File: src/design/gpac_pkg.sv
// How it works
// - A direction bit of 1 floats the pin as an input, a 0 drives the output latch onto it.
// - Reading the pin-level register returns the pins, writing it loads the output latch.
// - The output latch has its own select and reads back the latched value, not the pins.
// - The register set is eight bits wide and bit 7 of pin, latch and direction reads zero.
// - When the oscillator owns bit 6, bit 6 of pin, latch and direction reads zero.
// - Bit 6 is digital I/O only in the external-clock, external-clock-PLL and internal I/O modes.
// - In the clock-out modes bit 6 drives the cycle clock, a quarter of the clock rate.
// - After reset bits 5 and 3..0 are analog inputs reading zero and bit 4 is a digital input.
// - A pin selected as analog reads zero whatever its level.
// - An analog pin with its direction bit clear is still driven from its latch.
// - The port-config field of the analog config register picks analog or digital per pin.
// - The bit 4 pin level feeds the timer external clock while bit 4 is an input.
// - The bit 4 pin level always feeds the USB receive input, whatever its direction bit.
// - In crystal and high-speed modes bit 6 carries the oscillator feedback, direction ignored.
// - An enabled peripheral that shares a pin takes the pin over from the port.
package gpac_pkg;

  // register selects
  localparam logic [1:0] SEL_PIN = 2'h0;
  localparam logic [1:0] SEL_LAT = 2'h1;
  localparam logic [1:0] SEL_DIR = 2'h2;
  localparam logic [1:0] SEL_ACFG = 2'h3;

  // field positions and widths
  localparam int unsigned PORT_W = 7;
  localparam int unsigned OSC_BIT = 6;
  localparam int unsigned TMR_BIT = 4;
  localparam int unsigned PCFG_LSB = 0;
  localparam int unsigned PCFG_W = 4;
  localparam int unsigned ACFG_W = 6;
  localparam logic [4:0] PCFG_LAST_AN = 5'h0E;

  // reset values
  localparam logic [6:0] LAT_RST = 7'h00;
  localparam logic [6:0] DIR_RST = 7'h7F;
  localparam logic [5:0] ACFG_RST = 6'h00;

  // cycle clock divide ratio
  localparam int unsigned CYC_DIV_DEF = 4;

  // oscillator configuration, fixed by the configuration bits
  typedef enum logic [2:0] {
    OSC_XT = 3'h0,
    OSC_HS = 3'h1,
    OSC_EC = 3'h3,
    OSC_EXT_CLOCK_WITH_IO_MODE = 3'h2,
    OSC_EXT_CLOCK_PLL_MODE = 3'h6,
    OSC_EXT_CLOCK_PLL_WITH_IO_MODE = 3'h7,
    OSC_INTERNAL_OSC_CLOCKOUT_MODE = 3'h5,
    OSC_INTERNAL_OSC_WITH_IO_MODE = 3'h4
  } gpac_osc_t;

  typedef struct packed {
    logic [6:0] lat;
    logic [6:0] dir;
    logic [5:0] acfg;
    logic [7:0] rdata;
    logic [6:0] pout;
    logic [6:0] poe;
    logic tmr;
    logic usb_xcvr_receive_in;
    logic [6:0] ana;
  } gpac_state_t;

  localparam gpac_state_t ST_RST = '{lat: LAT_RST, dir: DIR_RST, acfg: ACFG_RST, default: '0};

  // analog channel ch is analog while pcfg + ch stays at or below the last code
  function automatic logic ch_is_analog(input logic [3:0] pcfg, input logic [2:0] ch);
    return ({1'b0, pcfg} + {2'b00, ch}) <= PCFG_LAST_AN;
  endfunction

  // merge a write, keeping bit 6 while the oscillator owns it
  function automatic logic [6:0] wr_merge(input logic [6:0] old, input logic [6:0] wd,
                                          input logic io6);
    logic [6:0] r;
    r = wd;
    if (!io6) begin
      r[OSC_BIT] = old[OSC_BIT];
    end
    return r;
  endfunction

endpackage

File: src/design/gpac_clkdiv.sv
`timescale 1ns/10ps
module gpac_clkdiv import gpac_pkg::*; #(
  parameter int unsigned DIV = CYC_DIV_DEF
) (
  // clock and control
  input wire logic clk_i,
  input wire logic rst_i,
  input wire logic ce_i,
  // divided clock
  output logic cyc_clk_o
);

  localparam int unsigned CW = (DIV > 2) ? $clog2(DIV / 2) : 1;
  localparam logic [CW-1:0] HALF_M1 = CW'(DIV / 2 - 1);

  if (DIV < 2 || (DIV % 2) != 0) begin : g_chk
    $error("divide ratio must be even and at least two");
  end

  typedef struct packed {
    logic [CW-1:0] cnt;
    logic clk;
  } gpac_div_t;

  gpac_div_t s_q, s_d;

  always_comb begin
    s_d = s_q;
    if (s_q.cnt == HALF_M1) begin
      s_d.cnt = '0;
      s_d.clk = ~s_q.clk;
    end else begin
      s_d.cnt = s_q.cnt + CW'(1);
    end
  end

  always_ff @(posedge clk_i) begin
    if (rst_i) begin
      s_q <= '0;
    end else if (ce_i) begin
      s_q <= s_d;
    end
  end

  assign cyc_clk_o = s_q.clk;

endmodule

File: src/design/gpac_anamap.sv
`timescale 1ns/10ps
module gpac_anamap import gpac_pkg::*; (
  // configuration
  input wire logic [3:0] pcfg_i,
  input wire logic io6_i,
  // per-pin views
  output logic [6:0] analog_o,
  output logic [6:0] dig_rd_o
);

  // analog channels 0..3 sit on pins 0..3, channel 4 on pin 5
  always_comb begin
    analog_o = '0;
    analog_o[0] = ch_is_analog(pcfg_i, 3'h0);
    analog_o[1] = ch_is_analog(pcfg_i, 3'h1);
    analog_o[2] = ch_is_analog(pcfg_i, 3'h2);
    analog_o[3] = ch_is_analog(pcfg_i, 3'h3);
    analog_o[5] = ch_is_analog(pcfg_i, 3'h4);
    dig_rd_o = ~analog_o;
    dig_rd_o[OSC_BIT] = io6_i;
  end

endmodule

File: src/design/gpac_top.sv
`timescale 1ns/10ps
module gpac_top import gpac_pkg::*; #(
  parameter int unsigned CYC_DIV = CYC_DIV_DEF
) (
  // clock, reset, enable
  input wire logic clk_i,
  input wire logic rst_i,
  input wire logic ce_i,
  // register port
  input wire logic [1:0] reg_sel_i,
  input wire logic reg_wr_i,
  input wire logic reg_rd_i,
  input wire logic [7:0] reg_wdata_i,
  output logic [7:0] reg_rdata_o,
  // oscillator configuration and feedback
  input wire logic [2:0] osc_mode_i,
  input wire logic osc_fb_i,
  // shared peripherals on bits 5..0
  input wire logic [5:0] periph_en_i,
  input wire logic [5:0] periph_dout_i,
  input wire logic [5:0] periph_doe_i,
  // pins
  input wire logic [6:0] pin_in_i,
  output logic [6:0] pin_out_o,
  output logic [6:0] pin_oe_o,
  // alternate inputs and analog selection
  output logic timer_ext_clock_o,
  output logic usb_xcvr_receive_o,
  output logic [6:0] analog_sel_o
);

  if (CYC_DIV != CYC_DIV_DEF) begin : g_chk
    $error("the cycle clock is a quarter of the clock rate");
  end

  gpac_state_t s_q, s_d;
  gpac_osc_t osc;
  logic io6;
  logic clko6;
  logic xtal6;
  logic cyc_clk;
  logic [6:0] ana;
  logic [6:0] dig_rd;
  logic [6:0] io6_mask;

  assign osc = gpac_osc_t'(osc_mode_i);

  // bit 6 ownership by oscillator configuration
  always_comb begin
    io6 = 1'b0;
    clko6 = 1'b0;
    xtal6 = 1'b0;
    unique case (osc)
      OSC_XT, OSC_HS: xtal6 = 1'b1;
      OSC_EC, OSC_EXT_CLOCK_PLL_MODE, OSC_INTERNAL_OSC_CLOCKOUT_MODE: clko6 = 1'b1;
      OSC_EXT_CLOCK_WITH_IO_MODE, OSC_EXT_CLOCK_PLL_WITH_IO_MODE, OSC_INTERNAL_OSC_WITH_IO_MODE: io6 = 1'b1;
    endcase
  end

  always_comb begin
    io6_mask = 7'h3F;
    io6_mask[OSC_BIT] = io6;
  end

  gpac_clkdiv #(
    .DIV(CYC_DIV)
  ) u_div (
    .clk_i(clk_i),
    .rst_i(rst_i),
    .ce_i(ce_i),
    .cyc_clk_o(cyc_clk)
  );

  gpac_anamap u_map (
    .pcfg_i(s_q.acfg[PCFG_LSB +: PCFG_W]),
    .io6_i(io6),
    .analog_o(ana),
    .dig_rd_o(dig_rd)
  );

  always_comb begin
    s_d = s_q;
    // register writes; a pin-level write only reaches the latch
    if (reg_wr_i) begin
      unique case (reg_sel_i)
        SEL_PIN, SEL_LAT: s_d.lat = wr_merge(s_q.lat, reg_wdata_i[6:0], io6);
        SEL_DIR: s_d.dir = wr_merge(s_q.dir, reg_wdata_i[6:0], io6);
        SEL_ACFG: s_d.acfg = reg_wdata_i[ACFG_W-1:0];
      endcase
    end
    // register reads, held until the next read
    if (reg_rd_i) begin
      unique case (reg_sel_i)
        SEL_PIN: s_d.rdata = {1'b0, pin_in_i & dig_rd};
        SEL_LAT: s_d.rdata = {1'b0, s_q.lat & io6_mask};
        SEL_DIR: s_d.rdata = {1'b0, s_q.dir & io6_mask};
        SEL_ACFG: s_d.rdata = {2'b00, s_q.acfg};
      endcase
    end
    // bits 5..0: latch or shared peripheral, analog selection does not block the driver
    s_d.pout[5:0] = (periph_en_i & periph_dout_i) | (~periph_en_i & s_q.lat[5:0]);
    s_d.poe[5:0] = (periph_en_i & periph_doe_i) | (~periph_en_i & ~s_q.dir[5:0]);
    // bit 6 follows the oscillator configuration
    if (xtal6) begin
      s_d.pout[OSC_BIT] = osc_fb_i;
      s_d.poe[OSC_BIT] = 1'b1;
    end else if (clko6) begin
      s_d.pout[OSC_BIT] = cyc_clk;
      s_d.poe[OSC_BIT] = 1'b1;
    end else begin
      s_d.pout[OSC_BIT] = s_q.lat[OSC_BIT];
      s_d.poe[OSC_BIT] = ~s_q.dir[OSC_BIT];
    end
    // alternate inputs on bit 4
    s_d.tmr = s_q.dir[TMR_BIT] & pin_in_i[TMR_BIT];
    s_d.usb_xcvr_receive_in = pin_in_i[TMR_BIT];
    s_d.ana = ana;
  end

  always_ff @(posedge clk_i) begin
    if (rst_i) begin
      s_q <= ST_RST;
    end else if (ce_i) begin
      s_q <= s_d;
    end
  end

  assign reg_rdata_o = s_q.rdata;
  assign pin_out_o = s_q.pout;
  assign pin_oe_o = s_q.poe;
  assign timer_ext_clock_o = s_q.tmr;
  assign usb_xcvr_receive_o = s_q.usb_xcvr_receive_in;
  assign analog_sel_o = s_q.ana;

  // checks

  dir_drive_a: assert property (
    @(posedge clk_i) disable iff (rst_i)
    ce_i && periph_en_i == 6'h00
    |=> pin_oe_o[5:0] == ~$past(s_q.dir[5:0]) && pin_out_o[5:0] == $past(s_q.lat[5:0])
  ) else $error("port pin drive does not follow direction and latch");

  io6_drive_a: assert property (
    @(posedge clk_i) disable iff (rst_i)
    ce_i && io6
    |=> pin_oe_o[6] == ~$past(s_q.dir[6]) && pin_out_o[6] == $past(s_q.lat[6])
  ) else $error("bit 6 does not act as port pin in an I/O mode");

  pin_write_a: assert property (
    @(posedge clk_i) disable iff (rst_i)
    ce_i && reg_wr_i && reg_sel_i == SEL_PIN
    |=> s_q.lat[5:0] == $past(reg_wdata_i[5:0]) ##1 pin_out_o[5:0] == $past(s_q.lat[5:0], 1)
        || !$past(ce_i) || $past(periph_en_i) != 6'h00
  ) else $error("pin-level write did not reach the latch");

  pin_read_a: assert property (
    @(posedge clk_i) disable iff (rst_i)
    ce_i && reg_rd_i && reg_sel_i == SEL_PIN && s_q.acfg[3:0] == 4'hF && io6
    |=> reg_rdata_o == {1'b0, $past(pin_in_i)}
  ) else $error("pin-level read does not return the pins");

  latch_read_a: assert property (
    @(posedge clk_i) disable iff (rst_i)
    ce_i && reg_rd_i && reg_sel_i == SEL_LAT && io6
    |=> reg_rdata_o == {1'b0, $past(s_q.lat)}
  ) else $error("latch read does not return the latch");

  bit7_zero_a: assert property (
    @(posedge clk_i) disable iff (rst_i)
    reg_rdata_o[7] == 1'b0
  ) else $error("bit 7 read as one");

  osc_bit6_zero_a: assert property (
    @(posedge clk_i) disable iff (rst_i)
    ce_i && reg_rd_i && reg_sel_i != SEL_ACFG && !io6
    |=> reg_rdata_o[6] == 1'b0
  ) else $error("bit 6 read as one while the oscillator owns it");

  clock_out_a: assert property (
    @(posedge clk_i) disable iff (rst_i)
    ce_i && clko6
    |=> pin_oe_o[6] && pin_out_o[6] == $past(cyc_clk)
  ) else $error("clock-out mode does not drive the cycle clock");

  cyc_period_a: assert property (
    @(posedge clk_i) disable iff (rst_i)
    ce_i && $rose(cyc_clk) ##1 ce_i
    |-> cyc_clk ##1 $fell(cyc_clk)
  ) else $error("cycle clock is not a quarter of the clock rate");

  reset_state_a: assert property (
    @(posedge clk_i)
    rst_i |=> s_q.acfg == ACFG_RST && s_q.dir == DIR_RST
  ) else $error("port does not come out of reset analog and input");

  reset_ana_a: assert property (
    @(posedge clk_i)
    rst_i ##1 !rst_i && ce_i |=> analog_sel_o == 7'h2F
  ) else $error("reset analog selection is wrong");

  analog_zero_a: assert property (
    @(posedge clk_i) disable iff (rst_i)
    ce_i && reg_rd_i && reg_sel_i == SEL_PIN
    |=> (reg_rdata_o[6:0] & $past(ana)) == 7'h00
  ) else $error("analog pin read as one");

  analog_drive_a: assert property (
    @(posedge clk_i) disable iff (rst_i)
    ce_i && ana[0] && !s_q.dir[0] && !periph_en_i[0]
    |=> pin_oe_o[0] && pin_out_o[0] == $past(s_q.lat[0])
  ) else $error("analog selection blocked the output driver");

  pcfg_digital_a: assert property (
    @(posedge clk_i) disable iff (rst_i)
    s_q.acfg[3:0] == 4'hF |-> ana == 7'h00
  ) else $error("all-digital port configuration left an analog pin");

  timer_clk_a: assert property (
    @(posedge clk_i) disable iff (rst_i)
    ce_i && s_q.dir[TMR_BIT]
    |=> timer_ext_clock_o == $past(pin_in_i[TMR_BIT])
  ) else $error("timer clock does not follow bit 4");

  usb_rcv_a: assert property (
    @(posedge clk_i) disable iff (rst_i)
    ce_i |=> usb_xcvr_receive_o == $past(pin_in_i[TMR_BIT])
  ) else $error("USB receive input does not follow bit 4");

  osc_feedback_a: assert property (
    @(posedge clk_i) disable iff (rst_i)
    ce_i && xtal6
    |=> pin_oe_o[6] && pin_out_o[6] == $past(osc_fb_i)
  ) else $error("crystal mode does not carry the oscillator feedback");

  periph_take_a: assert property (
    @(posedge clk_i) disable iff (rst_i)
    ce_i && periph_en_i[0]
    |=> pin_out_o[0] == $past(periph_dout_i[0]) && pin_oe_o[0] == $past(periph_doe_i[0])
  ) else $error("enabled peripheral did not take the pin");

  freeze_a: assert property (
    @(posedge clk_i) disable iff (rst_i)
    !ce_i |=> $stable(s_q.lat) && $stable(s_q.dir) && $stable(reg_rdata_o)
  ) else $error("state moved while the clock enable was low");

  cyc_low_a: assert property (
    @(posedge clk_i) disable iff (rst_i)
    ce_i && $fell(cyc_clk) && !$past(rst_i) ##1 ce_i
    |-> !cyc_clk ##1 $rose(cyc_clk)
  ) else $error("cycle clock low phase is not two cycles");

  lat_write_a: assert property (
    @(posedge clk_i) disable iff (rst_i)
    ce_i && reg_wr_i && reg_sel_i == SEL_LAT
    |=> s_q.lat[5:0] == $past(reg_wdata_i[5:0])
  ) else $error("latch write did not land");

  dir_write_a: assert property (
    @(posedge clk_i) disable iff (rst_i)
    ce_i && reg_wr_i && reg_sel_i == SEL_DIR
    |=> s_q.dir[5:0] == $past(reg_wdata_i[5:0])
  ) else $error("direction write did not land");

  acfg_write_a: assert property (
    @(posedge clk_i) disable iff (rst_i)
    ce_i && reg_wr_i && reg_sel_i == SEL_ACFG
    |=> s_q.acfg == $past(reg_wdata_i[5:0])
  ) else $error("analog config write did not land");

  osc_lat_keep_a: assert property (
    @(posedge clk_i) disable iff (rst_i)
    ce_i && reg_wr_i && reg_sel_i != SEL_DIR && reg_sel_i != SEL_ACFG && !io6
    |=> s_q.lat[6] == $past(s_q.lat[6])
  ) else $error("latch bit 6 written while the oscillator owns it");

  osc_dir_keep_a: assert property (
    @(posedge clk_i) disable iff (rst_i)
    ce_i && reg_wr_i && reg_sel_i == SEL_DIR && !io6
    |=> s_q.dir[6] == $past(s_q.dir[6])
  ) else $error("direction bit 6 written while the oscillator owns it");

  dir_read_a: assert property (
    @(posedge clk_i) disable iff (rst_i)
    ce_i && reg_rd_i && reg_sel_i == SEL_DIR
    |=> reg_rdata_o[5:0] == $past(s_q.dir[5:0])
  ) else $error("direction read does not return the direction bits");

  latch_osc_read_a: assert property (
    @(posedge clk_i) disable iff (rst_i)
    ce_i && reg_rd_i && reg_sel_i == SEL_LAT && !io6
    |=> reg_rdata_o[5:0] == $past(s_q.lat[5:0])
  ) else $error("latch read wrong while the oscillator owns bit 6");

  acfg_read_a: assert property (
    @(posedge clk_i) disable iff (rst_i)
    ce_i && reg_rd_i && reg_sel_i == SEL_ACFG
    |=> reg_rdata_o == {2'b00, $past(s_q.acfg)}
  ) else $error("analog config read does not return the field");

  pin6_read_a: assert property (
    @(posedge clk_i) disable iff (rst_i)
    ce_i && reg_rd_i && reg_sel_i == SEL_PIN && io6
    |=> reg_rdata_o[6] == $past(pin_in_i[6])
  ) else $error("bit 6 pin read wrong in an I/O mode");

  digital_read_a: assert property (
    @(posedge clk_i) disable iff (rst_i)
    ce_i && reg_rd_i && reg_sel_i == SEL_PIN
    |=> reg_rdata_o[5:0] == ($past(pin_in_i[5:0]) & ~$past(ana[5:0]))
  ) else $error("digital pin read does not return the pin level");

  rdata_hold_a: assert property (
    @(posedge clk_i) disable iff (rst_i)
    !ce_i || !reg_rd_i |=> $stable(reg_rdata_o)
  ) else $error("read data moved without a read");

  analog_sel_a: assert property (
    @(posedge clk_i) disable iff (rst_i)
    ce_i |=> analog_sel_o == $past(ana)
  ) else $error("analog selection output does not follow the config");

  timer_gate_a: assert property (
    @(posedge clk_i) disable iff (rst_i)
    ce_i && !s_q.dir[TMR_BIT] |=> !timer_ext_clock_o
  ) else $error("timer clock not held low while bit 4 drives");

  periph_oe_a: assert property (
    @(posedge clk_i) disable iff (rst_i)
    ce_i |=> ((pin_oe_o[5:0] ^ $past(periph_doe_i)) & $past(periph_en_i)) == 6'h00
  ) else $error("enabled peripheral does not own the pin enable");

  periph_out_a: assert property (
    @(posedge clk_i) disable iff (rst_i)
    ce_i |=> ((pin_out_o[5:0] ^ $past(periph_dout_i)) & $past(periph_en_i)) == 6'h00
  ) else $error("enabled peripheral does not own the pin value");

  reset_out_a: assert property (
    @(posedge clk_i)
    rst_i |=> pin_oe_o == 7'h00 && reg_rdata_o == 8'h00 && s_q.lat == LAT_RST
  ) else $error("pins or read data not quiet after reset");

  osc_own_a: assert property (
    @(posedge clk_i) disable iff (rst_i)
    ce_i && !io6 |=> pin_oe_o[6]
  ) else $error("oscillator-owned bit 6 is not driven");

  freeze_pins_a: assert property (
    @(posedge clk_i) disable iff (rst_i)
    !ce_i |=> $stable(pin_out_o) && $stable(pin_oe_o) && $stable(s_q.acfg)
  ) else $error("pins moved while the clock enable was low");

endmodule

File: config.mk
export PLATFORM = sky130hd
export DESIGN_NAME = gpac_top
export DESIGN_NICKNAME = d
export VERILOG_FILES = /design/src/design/gpac_pkg.sv /design/src/design/gpac_clkdiv.sv /design/src/design/gpac_anamap.sv /design/src/design/gpac_top.sv
export SDC_FILE = /design/constraint.sdc
export NUM_CORES = 1
export LEC_CHECK = 0
export BUFFER_PORTS_ARGS = -buffer_cell sky130_fd_sc_hd__buf_2
export CAP_MARGIN = 5
export CORE_ASPECT_RATIO = 0.75
export CORE_MARGIN = 8
export CORE_UTILIZATION = 33
export DETAILED_ROUTE_END_ITERATION = 10
export PLACE_DENSITY_LB_ADDON = 0.08
export SYNTH_ARGS = -nofsm -noshare
export SYNTH_HDL_FRONTEND = slang
export SYNTH_SLANG_ARGS = --single-unit
File: constraint.sdc
create_clock -name clk_i -period 2.1 [get_ports clk_i]
set_input_delay 0.21 -clock clk_i [delete_from_list [all_inputs] [get_ports clk_i]]
set_output_delay 0.21 -clock clk_i [all_outputs]
set_load 0.02 [all_outputs]
==> metrics.cfg, run 1 <==
[place]
hpwl_mm=5.492
port_buffers=70
place_inst=444
place_congestion=0.7593
placed_area_sq_um=2953
pre_cts_ws_ns=0.2228

[critical_path]
critical_path_class=reg2reg
crit_path_max_incr_delay_ns=0.52
start_kind=flop
path_cells=ha_1 -> nand3b_1 -> a2111oi_4 -> nor2b_1 -> a21o_1
critPathMaxFanout=9
cp.arrival_ns=2.10
worstSetupEndpointType=flop
worstPathRequired_ns=2.30
cp_slowest_cell=dfxtp_1

[clock_tree]
numCtsBuffers=5
cts_resized=0
clock_latency_ns=0.30
clockBufferDepth=2
holdBufCountCts=0
cts-root-buf=clkbuf_8
cts.sinks=50
cts_max_level=2
tritoncts=built
clkTransAtPathRegs_ns=0.10
postCtsSetupBuffers=0

[route]
ant_nets=0
drcViolationCount=0
dr_total_vias=2160
drtIter0Drc=98
drt_wl_total_mm=7.123
dr.pass1.iters=4
via_per_inst=4.779
wl_per_cell_microns=15.76

[finish]
finalInstanceArea_sq_um=3059
diodes=0
instances_no_fill=452
fin_util_pct=38.64
layout-drive-gt1-share_pct=26.51
fillers=854
area_delta_synth_final_pct=12.78
final_nets=398

[sta]
slew_headroom_pct=60.53
fin_crit_sh_pct=90.40
rsz0062_at_grt=false
tightest_slew_ns=0.5921
slew_viol_final=0
max_freq_ghz=0.5268
hold_viol_final=0
finClkSkew_ns=0.007260
tns_ns=0
layout_setup_ws_ns=0.2017
fin_crit_ns=1.898
final-setup-viol-count=0

[die]
fp-row-count=28
io_pins=75
start_util_pct=34.26
die_h_microns=94.52
die_w_microns=120.7
dieArea_sq_um=11410
coreArea_sq_um=7918

[yosys]
synth_commonest_cells=dfxtp_1 (50), nor2_1 (45), buf_4 (30)
synth_top_area_share_pct=36.90
synth_ff_type=dfxtp_1
yosysTopAreaCell=dfxtp_1
synthCells=305
syn_area_sq_um=2713
yosysSeqAreaShare_pct=36.90
syn_area_per_cell_sq_um=8.894
ys_warn_count=0
synth_edf_count=0
synthDistinctLibCells=48
synth.most_common_cell=dfxtp_1
synth-seq-cells=50
async_reset_ff_share_pct=0
synth_area_leaders=dfxtp_1 (37%), mux2i_1 (9.6%), buf_4 (8.3%)

[grt]
overflow=0
track_usage_pct=12.60
grt_max_degree=32
grt_pass1_vias=2202
grt_pass1_wl_mm=11.52
antenna_found_initial=1

[power]
leakagePower_nw=1.433
vdd_drop_max_mv=0.2608
p_per_area_nw_per_um2=666.3

[worst_hold_path]
min_path_type=in2reg

[flow_run]
maxCapViolations=0

[status]
outcome=completed

[path summary, 6_finish.rpt]
| check | startpoint | endpoint | slack [ns] | cells past startpoint |
|---|---|---|---|---|
| hold reg to reg | reg_rdata_o[0] | reg_rdata_o[0] | 0.45 | 2 |
| hold / removal | reg_wdata_i[4] | s_q[41] | 0.15 | 3 |
| setup / recovery | s_q[33] | analog_sel_o[1] | 0.20 | 5 |
| setup reg to reg | s_q[33] | analog_sel_o[1] | 0.20 | 5 |
[power breakdown]
part | internal [mW] | switching, mW | leakage, nW | total (mW)
combinational | 0.135 | 0.195 | 0.970 | 0.330
sequential | 0.996 | 0.0287 | 0.411 | 1.03
clock | 0.357 | 0.326 | 0.0524 | 0.683
[cells in the final DEF, fill, tap and decap left out, types with 3 or more instances in the layout]
master	Yosys	layout
nand3b_1	9	9
dfxtp_1	50	50
inv_1	6	6
ha_1	8	8
nor2b_1	3	3
conb_1	1	3
a21oi_1	16	16
a211oi_1	15	15
nand3_1	6	6
mux2i_1	26	26
nand2b_1	4	4
buf_2	7	70
o21ai_1	5	5
clkbuf_8	0	5
nor2_1	45	45
buf_4	30	6
nand4_1	3	3
nand2_1	23	23
a311oi_1	3	3
[final cells by class]
type / instances / area, sq um / share of cell area, %
Inverter: 7 / 26.28 / 0.8589
Clock inverter: 1 / 30.03 / 0.9816
Multi-Input combinational cell: 206 / 1399 / 45.73
Timing Repair Buffer: 76 / 395.4 / 12.92
Sequential cell: 50 / 1001 / 32.72
Clock buffer: 7 / 76.32 / 2.495
Tap cell: 105 / 131.4 / 4.294
[sequential cells by signal, summed over array words and instances (netlist names)]
register            count
usb_xcvr_receive_o      1
pin_oe_o                7
timer_ext_clock_o       1
analog_sel_o            5
u_div.s_q               1
pin_out_o               7
reg_rdata_o             7
u_div.cyc_clk_o         1
s_q                    20
[metal layers]
layer / vias up / global-route usage [%] / share of wire, %
li1: 1116 / - / -
met1: 977 / 17.58 / 53
met2: 61 / 18.46 / 39
met3: 4 / 4.234 / 6.9
met4: 2 / 2.487 / 0.34
met5: - / 0 / 0.14
[stage by stage]
stage,hold WS (ns),power [mW]
floorplan,0.3310,1.297
global placement,0.4318,1.382
detailed placement,0.4409,1.382
CTS,0.1380,2.071
global route,0.1482,2.142
finish,0.1508,2.038
[critical path, delay by kind of cell, from the launching register on]
kind / cells / cell delay [ns]
DFF: 1 / 0.52
AOI/OAI and AO/OA: 2 / 0.61
and+or+nand+nor: 2 / 0.29
adders and majority gates: 1 / 0.38
[cells by family (layout without fill, tap and decap cells)]
group	after synthesis	count (layout)	synth area share (%)
AOI/OAI and AO/OA	58	58	15.91
muxes	31	31	12.50
xor gates and xnor gates	4	4	1.292
other	1	3	0.1382
DFF	50	50	36.90
and+or+nand+nor	102	102	17.76
adders and majority gates	8	8	3.690
buffers and inverters	51	91	11.81
Note: power is estimated with default switching activity, not from simulation.
==> run 2, diff against run 1 <==
Settings changed: CORE_UTILIZATION 33 to 50.
==> run 2 against run 1 <==
Compared with the run above:
- non-clock buffer count up 1
- utilization up 18 points
- first-iteration DRC count up 51%
- wire length down 6.4%
==> metrics.cfg, run 2 (same netlist as run 1, synthesis figures left out) <==
[status]
outcome=completed  ; unchanged

[critical_path]
critical_path_class=reg2reg  ; unchanged
rr_endpoint=analog_sel_o[1]  ; unchanged
path_cells=ha_1 -> nand3b_1 -> a2111oi_4 -> nor2b_1 -> a21o_1  ; unchanged
cp.arrival_ns=2.06  ; was 2.10 ns
worstPathRequired_ns=2.30  ; about the same
reg2reg_depth=5  ; unchanged
crit_path_max_incr_delay_ns=0.47  ; was 0.52 ns
reg2reg_from=s_q[32]  ; was s_q[33]
worstSetupEndpointType=flop  ; unchanged
crit_cells=5  ; unchanged
crit_end=analog_sel_o[1]  ; unchanged
path_buf_inv=0  ; unchanged
critPathMaxFanout=7  ; was 9
cp_slowest_cell=dfxtp_1  ; unchanged
critPathLaunch=s_q[32]  ; was s_q[33]
cpLargestDelayFamily=compound AO/OA/AOI/OAI gates  ; unchanged
start_kind=flop  ; unchanged
regToRegSetupSlack_ns=0.24  ; was 0.20 ns

[route]
dr_total_vias=2174  ; was 2160
dr.pass1.iters=4  ; unchanged
wl_met3_microns=395  ; was 489 microns
routed.top_layer=met4  ; was met5
ant_nets=0  ; unchanged
drcViolationCount=0  ; unchanged
wl_met2_mm=2.962  ; was 2.812 mm
via_per_inst=5.139  ; was 4.779
drt_wl_total_mm=6.665  ; was 7.123 mm
drt-met1-wl_mm=3.257  ; was 3.786 mm
drtIter0Drc=148  ; was 98
wl_per_cell_microns=15.76  ; about the same

[sta]
slew_viol_final=0  ; unchanged
rsz0062_at_grt=false  ; unchanged
fin_crit_sh_pct=88.49  ; was 90.40%
final-setup-viol-count=0  ; unchanged
hold_viol_final=0  ; unchanged
tns_ns=0  ; unchanged
max_freq_ghz=0.5381  ; was 0.5268 GHz
fin_crit_ns=1.858  ; was 1.898 ns
finClkSkew_ns=0.005469  ; was 0.007260 ns

[grt]
overflow=0  ; unchanged
antenna_found_initial=0  ; was 1
grt_pass1_vias=2186  ; was 2202
grt_pass1_wl_mm=10.99  ; was 11.52 mm
grt_max_degree=30  ; was 32
track_usage_pct=17.14  ; was 12.60%

[power]
combPwrFrac_pct=17.2  ; was 16.2%
vdd_drop_max_mv=0.3880  ; was 0.2608 mV
p_total_mw=1.923  ; was 2.038 mW
internal_power_mw=1.369  ; was 1.489 mW
clockPowerShare_pct=29.5  ; was 33.5%
swShare_pct=28.78  ; was 26.94%
p_switching_uw=553.4  ; was 549.0 uW
leakagePower_nw=1.430  ; was 1.433 nW
p_per_area_nw_per_um2=638.9  ; was 666.3 nW/um^2
seqPwrFrac_pct=53.3  ; was 50.3%

[die]
io_pins=75  ; unchanged
die_w_microns=101.1  ; was 120.7 microns
dieArea_sq_um=8063  ; was 11410 sq um
coreArea_sq_um=5295  ; was 7918 sq um
die_h_microns=79.79  ; was 94.52 microns
start_util_pct=51.23  ; was 34.26%
fp-row-count=23  ; was 28

[finish]
fin_util_pct=56.83  ; was 38.64%
layout-drive-gt1-share_pct=27.01  ; was 26.51%
diodes=0  ; unchanged
area_delta_synth_final_pct=10.93  ; was 12.78%
final_nets=399  ; was 398
final_common_cell=buf_2  ; unchanged
fillers=544  ; was 854
regMostFlops=s_q  ; unchanged
layout_common_cells=buf_2 (70), dfxtp_1 (50), nor2_1 (45), mux2i_1 (26), nand2_1 (23)  ; unchanged
instances_no_fill=423  ; was 452
largest_register_ffs=20  ; unchanged

[flow_run]
maxCapViolations=0  ; unchanged

[place]
port_buffers=70  ; unchanged
place_inst=415  ; was 444
hpwl_mm=5.043  ; was 5.492 mm
place_congestion=0.9057  ; was 0.7593

[clock_tree]
cts_resized=0  ; unchanged
clock_latency_ns=0.30  ; about the same
tritoncts=built  ; unchanged
holdBufCountCts=0  ; unchanged
numCtsBuffers=5  ; unchanged
clockBufferDepth=2  ; unchanged
clkTransAtPathRegs_ns=0.09  ; was 0.10 ns
cts-root-buf=clkbuf_8  ; unchanged
postCtsSetupBuffers=0  ; unchanged
cts.sinks=50  ; unchanged
cts_max_level=2  ; unchanged

[worst_hold_path]
min_path_type=in2reg  ; unchanged

-- run 2: cell types whose count changed in the layout (fill, tap and decap cells not counted) --
cell / before / now
bufinv_16: 1 / 0
buf_4: 6 / 7
clkinv_2: 0 / 1
clkinv_4: 0 / 1
clkbuf_1: 2 / 1
-- run 2: worst min-delay path by stage --
stage / startpoint / end / slack, ns / cells past startpoint
finish: reg_wdata_i[1] / s_q[38] / 0.15 / 3
floorplan: reg_wdata_i[1] / s_q[38] / 0.33 / 2
detailed placement: reg_rdata_o[0] / reg_rdata_o[0] / 0.44 / 2
CTS: reg_wdata_i[1] / s_q[38] / 0.14 / 3
global route: reg_wdata_i[4] / s_q[41] / 0.16 / 3
global placement: reg_rdata_o[0] / reg_rdata_o[0] / 0.43 / 2
-- run 2: metrics by stage --
step	worst slack [ns]	hold slack (ns)	area [sq um]
floorplan	0.4555	0.3310	2720
global placement	0.3284	0.4326	2923
detailed placement	0.2964	0.4392	2923
CTS	0.2530	0.1397	3009
global route	0.1151	0.1628	3009
finish	0.2417	0.1525	3009
-- run 2: power groups by stage --
| stage | logic (mW) | registers (mW) | clock network [mW] |
|---|---|---|---|
| final | 0.330 | 1.02 | 0.567 |
| after CTS | 0.333 | 1.03 | 0.589 |
| after global placement | 0.328 | 1.05 | 0 |
| after floorplan | 0.254 | 1.04 | 0 |
| after detailed placement | 0.331 | 1.05 | 0 |
| after global routing | 0.366 | 1.03 | 0.615 |
-- run 2: tightest hold or removal path, delay by kind of cell --
| family | cells | cell delay [ns] |
|---|---|---|
| buffers and inverters | 1 | 0.10 |
| and+or+nand+nor | 2 | 0.11 |
-- run 2: area by class of cell --
| class | instances | area, sq um | share of cell area, % |
|---|---|---|---|
| clock inverter | 2 | 13.76 | 0.4574 |
| inverter | 7 | 26.28 | 0.8732 |
| multi-input combinational | 206 | 1399 | 46.49 |
| tap | 75 | 93.84 | 3.118 |
| clock buffer | 6 | 72.57 | 2.412 |
| timing repair buffer | 77 | 402.9 | 13.39 |
| sequential | 50 | 1001 | 33.26 |
-- run 2: routing by layer --
| metal | vias up | GRT usage (%) |
|---|---|---|
| met2 | 57 | 27.20 |
| met4 | 0 | 4.889 |
| met3 | 4 | 3.920 |
| met1 | 995 | 22.66 |
| li1 | 1118 | - |
| met5 | - | 0 |
